### config.mk
export PLATFORM = sky130hd
export DESIGN_NAME = sscsup_top
export DESIGN_NICKNAME = d
export VERILOG_FILES = /design/src/rtl/sscsup_pkg.sv /design/src/rtl/sscsup_delay.sv /design/src/rtl/sscsup_top.sv
export SDC_FILE = /design/constraint.sdc
export NUM_CORES = 1
export LEC_CHECK = 0
export ABC_AREA = 0
export BUFFER_PORTS_ARGS = -buffer_cell sky130_fd_sc_hd__buf_4
export CAP_MARGIN = 5
export CORE_MARGIN = 4
export CORE_UTILIZATION = 28
export DETAILED_ROUTE_END_ITERATION = 6
export PLACE_DENSITY = 0.42
export SLEW_MARGIN = 20
export SYNTH_ARGS = -nofsm -noshare
export SYNTH_HDL_FRONTEND = slang
export SYNTH_SLANG_ARGS = --single-unit
### constraint.sdc
create_clock -name clk_i -period 4.8 [get_ports clk_i]
set_input_delay 0.72 -clock clk_i [delete_from_list [all_inputs] [get_ports clk_i]]
set_output_delay 0.72 -clock clk_i [all_outputs]
set_load 0.02 [all_outputs]
### src/rtl/sscsup_pkg.sv
package sscsup_pkg;

  // internal supervision tick: 10 ms resolves tenths of a second
  localparam int unsigned CLK_HZ          = 125000000;
  localparam int unsigned TICK_MS         = 10;
  localparam int unsigned TICK_CYCLES     = CLK_HZ / 1000 * TICK_MS;
  localparam int unsigned TICKS_PER_TENTH = 10;

  // register offsets
  localparam logic [3:0] SSC_CFG_OFS   = 4'h0;
  localparam logic [3:0] SSC_DLY_OFS   = 4'h1;
  localparam logic [3:0] SSC_COM_OFS   = 4'h2;
  localparam logic [3:0] SSC_CMD_OFS   = 4'h3;
  localparam logic [3:0] SSC_STAT_OFS  = 4'h4;
  localparam logic [3:0] SSC_FAULT_OFS = 4'h5;

  // cfg field positions
  localparam int CFG_INLINE_OFF_BIT = 0;
  localparam int CFG_BYP_EN_BIT     = 1;
  localparam int CFG_KSTOP_EN_BIT   = 2;
  localparam int CFG_KPD_SRC_BIT    = 3;
  localparam int CFG_AUTO_LSB       = 4;
  localparam int CFG_FAULT_CLR_BIT  = 6;

  // delay fields in tenths of a second
  localparam logic [6:0] INLINE_DLY_MAX = 7'h64;
  localparam logic [6:0] INLINE_DLY_RST = 7'h1e;
  localparam logic [5:0] BYP_DLY_MIN    = 6'h01;
  localparam logic [5:0] BYP_DLY_MAX    = 6'h32;
  localparam logic [5:0] BYP_DLY_RST    = 6'h14;

  // serial settings
  localparam logic [6:0] COM_TMO_MAX  = 7'h78;
  localparam logic [6:0] COM_TMO_RST  = 7'h00;
  localparam logic [7:0] COM_ADDR_MIN = 8'h01;
  localparam logic [7:0] COM_ADDR_MAX = 8'hf7;
  localparam logic [7:0] COM_ADDR_RST = 8'h01;

  localparam logic [7:0] FAULT_NO_LINE = 8'h01;
  localparam logic [7:0] FAULT_BYPASS  = 8'h30;
  localparam logic [7:0] FAULT_COM_TMO = 8'h52;

  typedef enum logic [2:0]
  {
    BAUD_1200  = 3'h0,
    BAUD_2400  = 3'h1,
    BAUD_4800  = 3'h2,
    BAUD_9600  = 3'h3,
    BAUD_19200 = 3'h4
  } sscsup_baud_type;

  typedef enum logic [1:0]
  {
    FRM_EVEN_1 = 2'h0,
    FRM_ODD_1  = 2'h1,
    FRM_NONE_1 = 2'h2,
    FRM_NONE_2 = 2'h3
  } sscsup_frame_type;

  typedef enum logic [1:0]
  {
    AUTO_OFF   = 2'h0,
    AUTO_POWER = 2'h1,
    AUTO_FAULT = 2'h2,
    AUTO_BOTH  = 2'h3
  } sscsup_auto_type;

  typedef enum logic [3:0]
  {
    MCMD_NONE      = 4'h0,
    MCMD_BIST_STD  = 4'h1,
    MCMD_BIST_PWR  = 4'h2,
    MCMD_CLR_RT    = 4'h3,
    MCMD_CLR_KWH   = 4'h4,
    MCMD_REFLASH   = 4'h5,
    MCMD_STORE     = 4'h6,
    MCMD_LOAD      = 4'h7,
    MCMD_FACTORY   = 4'h8
  } sscsup_mcmd_type;

  typedef struct packed
  {
    logic [3:0] addr;
    logic [7:0] wdata;
    logic       wr;
    logic       rd;
  } sscsup_bus_type;

  typedef struct packed
  {
    logic unpowered_self_test_cmd;
    logic line_powered_self_test_cmd;
    logic clear_runtime_cmd;
    logic clear_energy_meter_cmd;
    logic store_cmd;
    logic load_cmd;
    logic factory_cmd;
  } sscsup_cmd_type;

  localparam sscsup_baud_type  BAUD_RST  = BAUD_19200;
  localparam sscsup_frame_type FRAME_RST = FRM_EVEN_1;

endpackage

### src/rtl/sscsup_delay.sv
`timescale 1ns/1ps
`default_nettype none

// counts tenths of a second while cond holds; restarts when it drops
module sscsup_delay
  import sscsup_pkg::*;
#(
  parameter int W = 7
)
(
  input  wire logic         clk_i,    // clock
  input  wire logic         rst_i,    // async reset
  input  wire logic         tenth_i,  // 0.1 s enable pulse
  input  wire logic         cond_i,   // qualifying condition
  input  wire logic [W-1:0] limit_i,  // delay in tenths
  output logic              done_o    // held after limit reached
);

  logic [W-1:0] cnt_r;

  always_ff @(posedge clk_i or posedge rst_i)
  begin
    if (rst_i)
    begin
      cnt_r  <= '0;
      done_o <= 1'b0;
    end
    else if (!cond_i)
    begin
      cnt_r  <= '0;
      done_o <= 1'b0;
    end
    else if (cnt_r >= limit_i)
      done_o <= 1'b1;
    else if (tenth_i)
      cnt_r  <= cnt_r + 1'b1;
  end

endmodule

`default_nettype wire

### src/rtl/sscsup_top.sv
`timescale 1ns/1ps
`default_nettype none

module sscsup_top
  import sscsup_pkg::*;
(
  input  wire logic           clk_i,          // 125 MHz clock
  input  wire logic           rst_i,          // async reset, control power
  input  wire sscsup_bus_type bus_i,          // register port
  output logic [7:0]          rdata_o,        // read data, cycle after rd
  input  wire logic           line_ok_i,      // line voltage sensed
  input  wire logic           start_i,        // start input level
  input  wire logic           kpd_stop_i,     // keypad stop key pulse
  input  wire logic           byp_fbk_i,      // bypass aux contact
  input  wire logic           valid_req_i,    // valid serial request pulse
  input  wire logic           idle_i,         // starter idle
  output logic                run_o,          // run command
  output logic                ctl_stop_o,     // controlled stop pulse
  output logic                ready_o,        // ready condition
  output logic                no_line_alarm_o, // no-line alarm
  output logic                fault_o,        // tripped
  output logic [7:0]          fault_code_o,   // fault number
  output logic                reflash_o,      // reflash mode
  output logic                up_to_speed_relay, // up-to-speed relay
  output sscsup_cmd_type      cmd_o,          // one-cycle command pulses
  output sscsup_baud_type     baud_o,         // serial rate
  output sscsup_frame_type    frame_o,        // serial framing
  output logic [7:0]          node_addr_o     // slave address
);

  logic [7:0]       cfg_r;
  logic [6:0]       inline_dly_r;
  logic [5:0]       byp_dly_r;
  logic [6:0]       com_tmo_r;
  logic             fault_clr;
  logic [20:0]      tick_cnt_r;
  logic             tick_r;
  logic [3:0]       tenth_cnt_r;
  logic             tenth_r;
  logic [3:0]       sec_cnt_r;
  logic             start_d_r;
  logic             pwr_chk_r;
  logic             start_req;
  logic             stop_req;
  logic             nl_done;
  logic             byp_done;
  logic             tmo_done;
  logic [10:0]      tmo_lim;
  logic             inline_off;
  logic             auto_pwr;
  logic             auto_flt;
  logic             nl_wait_r;
  logic             uts_cnt_r;

  assign inline_off = cfg_r[CFG_INLINE_OFF_BIT];
  assign auto_pwr   = cfg_r[CFG_AUTO_LSB];
  assign auto_flt   = cfg_r[CFG_AUTO_LSB+1];
  assign fault_clr  = bus_i.wr && bus_i.addr == SSC_CFG_OFS
                      && bus_i.wdata[CFG_FAULT_CLR_BIT];

  // timebase: 10 ms tick, then 0.1 s enable
  always_ff @(posedge clk_i or posedge rst_i)
  begin
    if (rst_i)
    begin
      tick_cnt_r  <= '0;
      tick_r      <= 1'b0;
      tenth_cnt_r <= '0;
      tenth_r     <= 1'b0;
    end
    else
    begin
      tick_r  <= 1'b0;
      tenth_r <= 1'b0;
      if (tick_cnt_r == 21'(TICK_CYCLES - 1))
      begin
        tick_cnt_r <= '0;
        tick_r     <= 1'b1;
      end
      else
        tick_cnt_r <= tick_cnt_r + 1'b1;
      if (tick_r)
      begin
        if (tenth_cnt_r == 4'(TICKS_PER_TENTH - 1))
        begin
          tenth_cnt_r <= '0;
          tenth_r     <= 1'b1;
        end
        else
          tenth_cnt_r <= tenth_cnt_r + 1'b1;
      end
    end
  end

  // registers written by software
  always_ff @(posedge clk_i or posedge rst_i)
  begin
    if (rst_i)
    begin
      cfg_r        <= 8'h04;
      inline_dly_r <= INLINE_DLY_RST;
      byp_dly_r    <= BYP_DLY_RST;
      com_tmo_r    <= COM_TMO_RST;
      baud_o       <= BAUD_RST;
      frame_o      <= FRAME_RST;
    end
    else if (bus_i.wr && !reflash_o)
    begin
      case (bus_i.addr)
        SSC_CFG_OFS:
          cfg_r <= {1'b0, bus_i.wdata[6:0]} & 8'h3f;
        SSC_DLY_OFS:
        begin
          if (bus_i.wdata[7])
          begin
            if (bus_i.wdata[5:0] >= BYP_DLY_MIN && bus_i.wdata[5:0] <= BYP_DLY_MAX)
              byp_dly_r <= bus_i.wdata[5:0];
          end
          else if (bus_i.wdata[6:0] <= INLINE_DLY_MAX)
            inline_dly_r <= bus_i.wdata[6:0];
        end
        SSC_COM_OFS:
        begin
          // timeout needs 7 bits to reach 120 s, so it owns all of b7=0
          if (!bus_i.wdata[7])
          begin
            if (bus_i.wdata[6:0] <= COM_TMO_MAX)
              com_tmo_r <= bus_i.wdata[6:0];
          end
          else if (!bus_i.wdata[6])
          begin
            if (bus_i.wdata[2:0] <= 3'(BAUD_19200))
              baud_o <= sscsup_baud_type'(bus_i.wdata[2:0]);
          end
          else
            frame_o <= sscsup_frame_type'(bus_i.wdata[1:0]);
        end
        default:
          ;
      endcase
    end
  end

  // node address written as a whole byte at offset 6
  // kept apart: the range check needs all 8 bits
  logic addr_wr;
  assign addr_wr = bus_i.wr && bus_i.addr == 4'h6 && !reflash_o;

  // misc command dispatcher
  always_ff @(posedge clk_i or posedge rst_i)
  begin
    if (rst_i)
    begin
      cmd_o     <= '0;
      reflash_o <= 1'b0;
    end
    else
    begin
      cmd_o <= '0;
      // codes above 8 carry no command, upper nibble included
      if (bus_i.wr && bus_i.addr == SSC_CMD_OFS && !reflash_o
          && bus_i.wdata[7:4] == 4'h0)
      begin
        case (bus_i.wdata[3:0])
          MCMD_BIST_STD:
            cmd_o.unpowered_self_test_cmd <= 1'b1;
          MCMD_BIST_PWR:
            cmd_o.line_powered_self_test_cmd <= 1'b1;
          MCMD_CLR_RT:
            cmd_o.clear_runtime_cmd <= 1'b1;
          MCMD_CLR_KWH:
            cmd_o.clear_energy_meter_cmd <= 1'b1;
          MCMD_REFLASH:
            reflash_o <= idle_i && !run_o;
          MCMD_STORE:
            cmd_o.store_cmd <= 1'b1;
          MCMD_LOAD:
            cmd_o.load_cmd <= 1'b1;
          MCMD_FACTORY:
            cmd_o.factory_cmd <= 1'b1;
          default:
            ;
        endcase
      end
    end
  end

  // start qualification
  always_ff @(posedge clk_i or posedge rst_i)
  begin
    if (rst_i)
    begin
      start_d_r <= 1'b1;
      pwr_chk_r <= 1'b1;
    end
    else
    begin
      start_d_r <= start_i;
      pwr_chk_r <= 1'b0;
    end
  end

  // fault reset start must bypass the fault gate: fault is still set then
  assign start_req = !reflash_o &&
                     ((!fault_o && start_i && !start_d_r) ||
                      (!fault_o && pwr_chk_r && auto_pwr && start_i) ||
                      (fault_o && fault_clr && auto_flt && start_i));
  assign stop_req  = kpd_stop_i && (cfg_r[CFG_KSTOP_EN_BIT]
                     || cfg_r[CFG_KPD_SRC_BIT]);

  // delay timers
  assign tmo_lim = 11'(com_tmo_r) * 11'd10;

  sscsup_delay #(.W(7)) u_nl
  (
    .clk_i   (clk_i),
    .rst_i   (rst_i),
    .tenth_i (tenth_r),
    .cond_i  (nl_wait_r && !line_ok_i),
    .limit_i (inline_dly_r),
    .done_o  (nl_done)
  );

  sscsup_delay #(.W(6)) u_byp
  (
    .clk_i   (clk_i),
    .rst_i   (rst_i),
    .tenth_i (tenth_r),
    .cond_i  (cfg_r[CFG_BYP_EN_BIT] && byp_fbk_i != up_to_speed_relay),
    .limit_i (byp_dly_r),
    .done_o  (byp_done)
  );

  sscsup_delay #(.W(11)) u_tmo
  (
    .clk_i   (clk_i),
    .rst_i   (rst_i),
    .tenth_i (tenth_r),
    .cond_i  (com_tmo_r != '0 && run_o && !valid_req_i),
    .limit_i (tmo_lim),
    .done_o  (tmo_done)
  );

  // run, fault and relay state
  always_ff @(posedge clk_i or posedge rst_i)
  begin
    if (rst_i)
    begin
      run_o             <= 1'b0;
      ctl_stop_o        <= 1'b0;
      fault_o           <= 1'b0;
      fault_code_o      <= '0;
      nl_wait_r         <= 1'b0;
      up_to_speed_relay <= 1'b0;
      uts_cnt_r         <= 1'b0;
    end
    else
    begin
      ctl_stop_o <= 1'b0;
      if (fault_clr && !run_o)
      begin
        fault_o      <= 1'b0;
        fault_code_o <= '0;
      end
      if (start_req && !run_o)
      begin
        if (inline_off && !line_ok_i)
        begin
          fault_o      <= 1'b1;
          fault_code_o <= FAULT_NO_LINE;
        end
        else
        begin
          run_o     <= 1'b1;
          nl_wait_r <= !inline_off;
        end
      end
      else if (run_o)
      begin
        if (line_ok_i)
          nl_wait_r <= 1'b0;
        if (nl_done)
        begin
          run_o        <= 1'b0;
          fault_o      <= 1'b1;
          fault_code_o <= FAULT_NO_LINE;
          nl_wait_r    <= 1'b0;
        end
        else if (tmo_done)
        begin
          run_o        <= 1'b0;
          ctl_stop_o   <= 1'b1;
          fault_o      <= 1'b1;
          fault_code_o <= FAULT_COM_TMO;
        end
        else if (stop_req || reflash_o)
          run_o <= 1'b0;
      end
      if (byp_done)
      begin
        run_o        <= 1'b0;
        fault_o      <= 1'b1;
        fault_code_o <= FAULT_BYPASS;
      end
      // up-to-speed relay follows run once line is present
      uts_cnt_r         <= run_o && line_ok_i && !nl_wait_r;
      up_to_speed_relay <= uts_cnt_r && run_o;
    end
  end

  // status: alarm only matters while stopped; ready ignores run
  always_ff @(posedge clk_i or posedge rst_i)
  begin
    if (rst_i)
    begin
      ready_o         <= 1'b0;
      no_line_alarm_o <= 1'b0;
    end
    else
    begin
      no_line_alarm_o <= inline_off && !run_o && !line_ok_i;
      ready_o         <= !fault_o && !reflash_o &&
                         (!inline_off || line_ok_i);
    end
  end

  // node address and read port
  always_ff @(posedge clk_i or posedge rst_i)
  begin
    if (rst_i)
      rdata_o <= '0;
    else if (bus_i.rd)
    begin
      case (bus_i.addr)
        SSC_CFG_OFS:   rdata_o <= cfg_r;
        SSC_DLY_OFS:   rdata_o <= {1'b0, inline_dly_r};
        SSC_COM_OFS:   rdata_o <= {1'b0, com_tmo_r};
        SSC_STAT_OFS:  rdata_o <= {2'h0, reflash_o, up_to_speed_relay,
                                   no_line_alarm_o, ready_o, fault_o, run_o};
        SSC_FAULT_OFS: rdata_o <= fault_code_o;
        4'h6:          rdata_o <= node_addr_o;
        4'h7:          rdata_o <= {2'h0, byp_dly_r};
        default:       rdata_o <= '0;
      endcase
    end
    else
      rdata_o <= '0;
  end

  // address kept separately so range check sees the raw byte
  logic [7:0] addr_hold_r;
  always_ff @(posedge clk_i or posedge rst_i)
  begin
    if (rst_i)
      addr_hold_r <= COM_ADDR_RST;
    else if (addr_wr && bus_i.wdata >= COM_ADDR_MIN && bus_i.wdata <= COM_ADDR_MAX)
      addr_hold_r <= bus_i.wdata;
  end
  assign node_addr_o = addr_hold_r;

endmodule

`default_nettype wire

==> results.tsv, run 1 <==
stage	metric	value	unit
synth	Syn Area/Cell	10.39	sq um
drt	Initial DRC Count	273	
critical_path	CP max stage cell	or4_1	
placed_design	pre-CTS setup slack	0.9277	ns
critical_path	WP data arrival	4.21	ns
synth	number of synthesized flops with an enable pin	0	
critical_path	buffers and inverters on the worst path	1	
critical_path	max incr delay on CP	0.52	ns
cts	clk sinks	127	
global_route	vias in the first global route	5240	
synth	#FFs+latches synth	127	
critical_path	worst reg2reg path depth	15	
pwr	Pleak	3.670	nW
timing	minimum clock period	3.878	ns
critical_path	endpoint class of the critical path	register	
critical_path	CP delay by family, top	compound AO/OA/AOI/OAI gates	
cts	Post-CTS Setup Bufs	0	
cts	H-tree levels	4	
drt	Post-Route WL	17960	um
global_route	GR Overflow Total	0	
synth	most frequent cell after synthesis	dfrtp_1	
synth	Syn Inst Count	640	
critical_path	Crit path depth	15	
critical_path	worst-path maximum fanout	10	
floorplan	Starting Density	28.41	%
placed_design	DP HPWL	13220	um
worst_hold_path	hold crit path type	in -> async	
cells_and_area	design area	8107	sq um
floorplan	CORE AREA	23400	sq um
floorplan	# rows	56	
synth	Synth Area in Compound Gates	12.65	%
synth	Area contributors post-synth	dfrtp_1, ha_1, mux2_2, dfstp_2, nor2_1	
cts	clock latency on the worst-skew pair	0.42	ns
run_status	status	finished, final reports clean	
pwr	PD cells	406.0	nW/um^2
pwr	VDD IR max	0.1453	mV
critical_path	crit path launch type	register	
cells_and_area	Fill cells	2388	
critical_path	Worst Path Required	5.13	ns
timing	Worst Skew	0.01075	ns
global_route	GRT Util Overall	14.08	%
timing	Setup WS post-layout	0.9217	ns
synth	adder-cell share of the synthesized area	7.264	%
timing	period utilisation layout	80.80	%
timing	RSZ-0062 raised after global routing	no	
synth	asr flop ratio synth	100.0	%
cells_and_area	# diodes	0	
global_route	first-pass GRT wire length	28840	um
placed_design	IO Port Bufs	64	
synth	proportion of synthesized area in mux cells	7.697	%
cells_and_area	layout cells sized above 1	22.50	%
drt	drt pass-1 iters	6	
placed_design	GP Congestion	0.8032	
synth	Yosys top cell by area	dfrtp_1	
synth	synth cell count leaders	dfrtp_1, nor2_1, nand2_1	
critical_path	CP cell instances	ha_1 -> ha_1 -> inv_1 -> fa_1 -> nor2b_1 -> o21ai_0 -> a21oi_1 -> nand2b_1 -> ha_1 -> a211oi_1 -> o22ai_1 -> a2111oi_4 -> nor2_2 -> or4_1 -> a21oi_1	
cts	hold-fix buffers at CTS	0	
floorplan	Vert. Die Dim	162.1	um
pwr	total power	0.003291	W
synth	ys flop type	dfrtp_1	
run	# Max-Cap Violations	0	
critical_path	crit path kind	reg -> reg	
drt	DRC Markers	0	
timing	Max transition margin	51.92	%
drt	WL/cell	17.28	um
timing	final setup fails	0	
synth	largest family of logic cells by synthesized area	simple AND/OR/NAND/NOR gates	
synth	Cell Area, Synth	6649	sq um
floorplan	die area	26270	sq um
cts	Post-CTS Resized	0	
drt	Vias/cell	4.910	
timing	Fin. Hold Viols	0	
synth	Syn Nets	700	
timing	Slew Viols, Final	0	
synth	xor/xnor cell area share of the yosys netlist	3.952	%
floorplan	Boundary Pins	65	
global_route	initial antenna violation count	0	
critical_path	Worst R2R Start	com_tmo_r[3]	
synth	sequential area share after synthesis	48.01	%
placed_design	Placed Area	7488	sq um
cells_and_area	Area growth syn-to-layout	21.92	%
synth	Synth Area in Simple Gates	17.26	%
timing	Least-Margin Pin Slew	0.7213	ns
floorplan	Die Wd	162.1	um
timing	Setup TNS	0	ns
synth	yosys warns	0	
critical_path	Critical Path Start	com_tmo_r[3]	
cts	clk buf depth	2	
cts	clk slew on worst S/H paths	0.06	ns
cts	CTS tree	yes	
timing	Achievable Freq	257.8	MHz
cells_and_area	post-layout net count	767	
cts	Root Driver	clkbuf_16	
synth	Synth cell types	68	
synth	top cell type's share of synthesized area	43.66	%
drt	vias	5102	
global_route	largest net degree at the start of global routing	50	
drt	Antenna Nets Post-Route	0	
cts	CTS Buf Count	17	
critical_path	CP dominant cell by count	ha_1	
-- layer usage --
layer / vias up / GRT usage, % / wire, um
met1: 2551 / 17.59 / 7976
li1: 2449 / - / -
met5: - / 0 / 0
met4: 0 / 4.998 / 356
met3: 25 / 2.791 / 533
met2: 77 / 24.30 / 9088
-- through the flow --
stage,instances,utilization (%),hold WS [ns]
final,1039,34.64,0.4096
after global routing,1039,34.64,0.4053
after CTS,1039,34.64,0.4004
after detailed placement,1007,32.00,0.4378
after global placement,1007,32.00,0.4407
after floorplan,640,-,0.4187
-- cell families (layout without fill, tap and decap cells) --
kind of cell	count (synthesis)	count (layout)
adder cells (fa/ha/maj)	38	38
AO/OA/AOI/OAI	125	125
buffers and inverters	55	135
AND/OR/NAND/NOR	219	219
XOR/XNOR	30	30
other	1	1
flip-flops	127	127
multiplexers	45	45
-- area by class of cell --
| type | count | area (sq um) | share of cell area, % |
|---|---|---|---|
| Timing Repair Buffer | 69 | 518.0 | 6.390 |
| Tap cell | 319 | 399.1 | 4.924 |
| Inverter | 34 | 130.1 | 1.605 |
| Multi-Input combinational cell | 458 | 3249 | 40.08 |
| Sequential cell | 127 | 3192 | 39.37 |
| Clock buffer | 18 | 439.2 | 5.418 |
| Clock inverter | 14 | 178.9 | 2.207 |
-- worst paths after layout --
path                              endpoint  slack (ns)
setup / recovery           u_tmo.cnt_r[10]        0.92
min in group clk_i               start_d_r        0.42
max in group asynchronous  inline_dly_r[4]        3.40
hold / removal             fault_code_o[4]        0.41
setup reg to reg           u_tmo.cnt_r[10]        0.92
hold reg to reg                  uts_cnt_r        0.45
-- where the power goes --
part	switching (W)	internal [W]
clock network	0.000516	0.000839
logic	0.000337	0.000275
registers	0.000137	0.00119
-- flip-flops by register name (all words and copies together), names as in the netlist, 2 cells and up --
register / flops
tick_cnt_r: 21
u_tmo.cnt_r: 11
fault_code_o: 8
node_addr_o: 8
rdata_o: 8
cmd_o: 7
com_tmo_r: 7
inline_dly_r: 7
u_nl.cnt_r: 7
byp_dly_r: 6
cfg_r: 6
u_byp.cnt_r: 6
tenth_cnt_r: 4
baud_o: 3
frame_o: 2
-- cells in the final DEF (no fill, tap or decap), types with 6 or more instances in the layout --
| master | instances |
|---|---|
| buf_4 | 69 |
| nor2_1 | 46 |
| nand2b_1 | 10 |
| o21ai_1 | 6 |
| and2_1 | 6 |
| clkbuf_16 | 17 |
| o21ai_0 | 26 |
| xnor2_1 | 14 |
| nand4_1 | 14 |
| nand3_1 | 21 |
| and3_1 | 6 |
| nor2b_1 | 14 |
| nand2_1 | 45 |
| or4_1 | 6 |
| xor2_1 | 16 |
| ha_1 | 37 |
| a21oi_1 | 33 |
| nor3_1 | 17 |
| mux2_2 | 39 |
| dfrtp_1 | 116 |
| dfstp_2 | 11 |
| a22o_1 | 8 |
| inv_1 | 33 |
| or3_1 | 10 |
Power figures use the tool's default switching activity.
==> inputs of run 2 (changes only) <==
PLACE_DENSITY = 0.43   (was 0.42)
clock period = 3.4 ns   (was 4.8 ns; I/O delays follow)
==> results.tsv, run 2 (synthesized netlist as in run 1, its figures left out) <==
stage	metric	value	unit
run_status	status	finished, violations left	
run_status	failing checks	negative setup slack	
pwr	VDD IR max	0.2186	mV
floorplan	die area	26270	sq um
global_route	GRT Util Overall	14.46	%
timing	final setup fails	9	
cells_and_area	biggest regs	tick_cnt_r: 21 flops, u_tmo.cnt_r: 11 flops	
placed_design	pre-CTS setup slack	-0.2224	ns
floorplan	Vert. Die Dim	162.1	um
critical_path	Worst Path Required	3.74	ns
critical_path	WP data arrival	3.92	ns
drt	uppermost layer routed	met4	
drt	vias	5265	
worst_hold_path	hold crit path type	in -> async	
cts	clk sinks	127	
timing	Achievable Freq	279.1	MHz
pwr	Pleak	3.830	nW
floorplan	# rows	56	
drt	Antenna Nets Post-Route	0	
cells_and_area	# diodes	0	
drt	WL/cell	17.56	um
critical_path	crit path kind	reg -> reg	
global_route	first-pass GRT wire length	29940	um
global_route	vias in the first global route	5493	
drt	Post-Route WL	18700	um
run	# Max-Cap Violations	0	
drt	Initial DRC Count	230	
timing	final hold slack	0.1199	ns
critical_path	worst-path maximum fanout	7	
drt	Metal-1 WL	8156	um
cells_and_area	post-layout util	36.34	%
timing	Fin. Hold Viols	0	
placed_design	DP HPWL	13490	um
cts	clock latency on the worst-skew pair	0.42	ns
floorplan	Boundary Pins	65	
cts	CTS Buf Count	17	
global_route	initial antenna violation count	0	
pwr	PD cells	561.9	nW/um^2
cells_and_area	Fill cells	2347	
timing	Max transition margin	45.83	%
global_route	GR Overflow Total	0	
critical_path	endpoint class of the critical path	register	
cells_and_area	Reg with most FFs	tick_cnt_r	
timing	Worst Skew	0.01001	ns
drt	DRC Markers	0	
drt	Vias/cell	4.944	
drt	met3 WL	514	um
cts	H-tree levels	4	
cells_and_area	commonest non-fill, non-tap cell in the layout	dfrtp_1	
drt	drt pass-1 iters	5	
floorplan	Die Wd	162.1	um
cells_and_area	fin cells	1065	
timing	Setup WS post-layout	-0.1826	ns
timing	Least-Margin Pin Slew	0.8051	ns
pwr	total power	0.004779	W
timing	RSZ-0062 raised after global routing	yes	
cells_and_area	post-layout net count	793	
placed_design	IO Port Bufs	64	
cells_and_area	Area growth syn-to-layout	27.91	%
drt	metal2 WL	9692	um
timing	period utilisation layout	105.4	%
global_route	largest net degree at the start of global routing	47	
placed_design	placed cell count	1022	
critical_path	crit path launch type	register	
timing	minimum clock period	3.583	ns
cts	Root Driver	clkbuf_16	
timing	Slew Viols, Final	0	
cells_and_area	layout cells sized above 1	27.88	%
placed_design	GP Congestion	0.8086	
floorplan	CORE AREA	23400	sq um
cts	clk slew on worst S/H paths	0.06	ns
cts	CTS tree	yes	
floorplan	Starting Density	28.41	%
cts	clk buf depth	2	
cts	hold-fix buffers at CTS	0	
cells_and_area	Largest register FFs	21	
cells_and_area	most frequent cells in the layout	dfrtp_1, buf_4, nor2_1, nand2_1, mux2_2	
[run 2: critical path, stage by stage, from the launching register on]
cell       delay [ns]
dfrtp_1          0.41
ha_4             0.26
ha_1             0.29
a21o_1           0.17
a21oi_2          0.15
o21ai_1          0.08
a21oi_1          0.20
xor2_1           0.23
ha_1             0.28
o21ai_2          0.18
o22ai_2          0.11
buf_4            0.16
a2111oi_4        0.28
nor2_4           0.10
or4_4            0.49
a21oi_2          0.12
[run 2: per-stage QoR]
| stage | area [sq um] | TNS, ns |
|---|---|---|
| after floorplan | 6671 | 0 |
| after global placement | 7646 | -0.3401 |
| after detailed placement | 7646 | -1.045 |
| final | 8504 | -0.9889 |
| after CTS | 8324 | -0.8950 |
| after global routing | 8504 | -2.921 |
[run 2: worst paths after layout]
check	from	end	slack (ns)	cells after the start
worst min-delay path	rst_i	ctl_stop_o	0.12	2
worst max-delay path	com_tmo_r[4]	u_tmo.cnt_r[6]	-0.18	15
worst min register to register	uts_cnt_r	up_to_speed_relay	0.46	1
max in group asynchronous	rst_i	baud_o[2]	2.43	4
worst max register to register	com_tmo_r[4]	u_tmo.cnt_r[6]	-0.18	15
min in group clk_i	start_i	start_d_r	0.21	1
[run 2: repair_timing]
action / in CTS / in global routing
buffers inserted: 4 / 6
setup endpoints to repair: 8 / 11
pin swaps: 21 / 22
resized for setup: 8 / 23
[run 2: power breakdown]
part,switching [W],total (W),internal [W],leakage (nW)
Combinational,0.000537,0.00100,0.000464,1.87
Clock,0.000721,0.00192,0.00120,0.297
Sequential,0.000184,0.00186,0.00168,1.67
[run 2: routing by layer]
layer,global-route usage (%),vias up
met1,17.76,2673
met2,25.44,77
li1,-,2498
met4,4.883,0
met3,2.867,17
met5,0,-
[run 2: cell type report]
cell class / count / area, sq um / area share [%]
flip-flops and latches: 127 / 3192 / 37.53
multi-input cells: 458 / 3401 / 39.99
well taps: 319 / 399.1 / 4.693
clock buffers: 20 / 456.7 / 5.370
inverters: 34 / 131.4 / 1.545
repair buffers: 95 / 765.7 / 9.004
clock inverters: 12 / 158.9 / 1.868
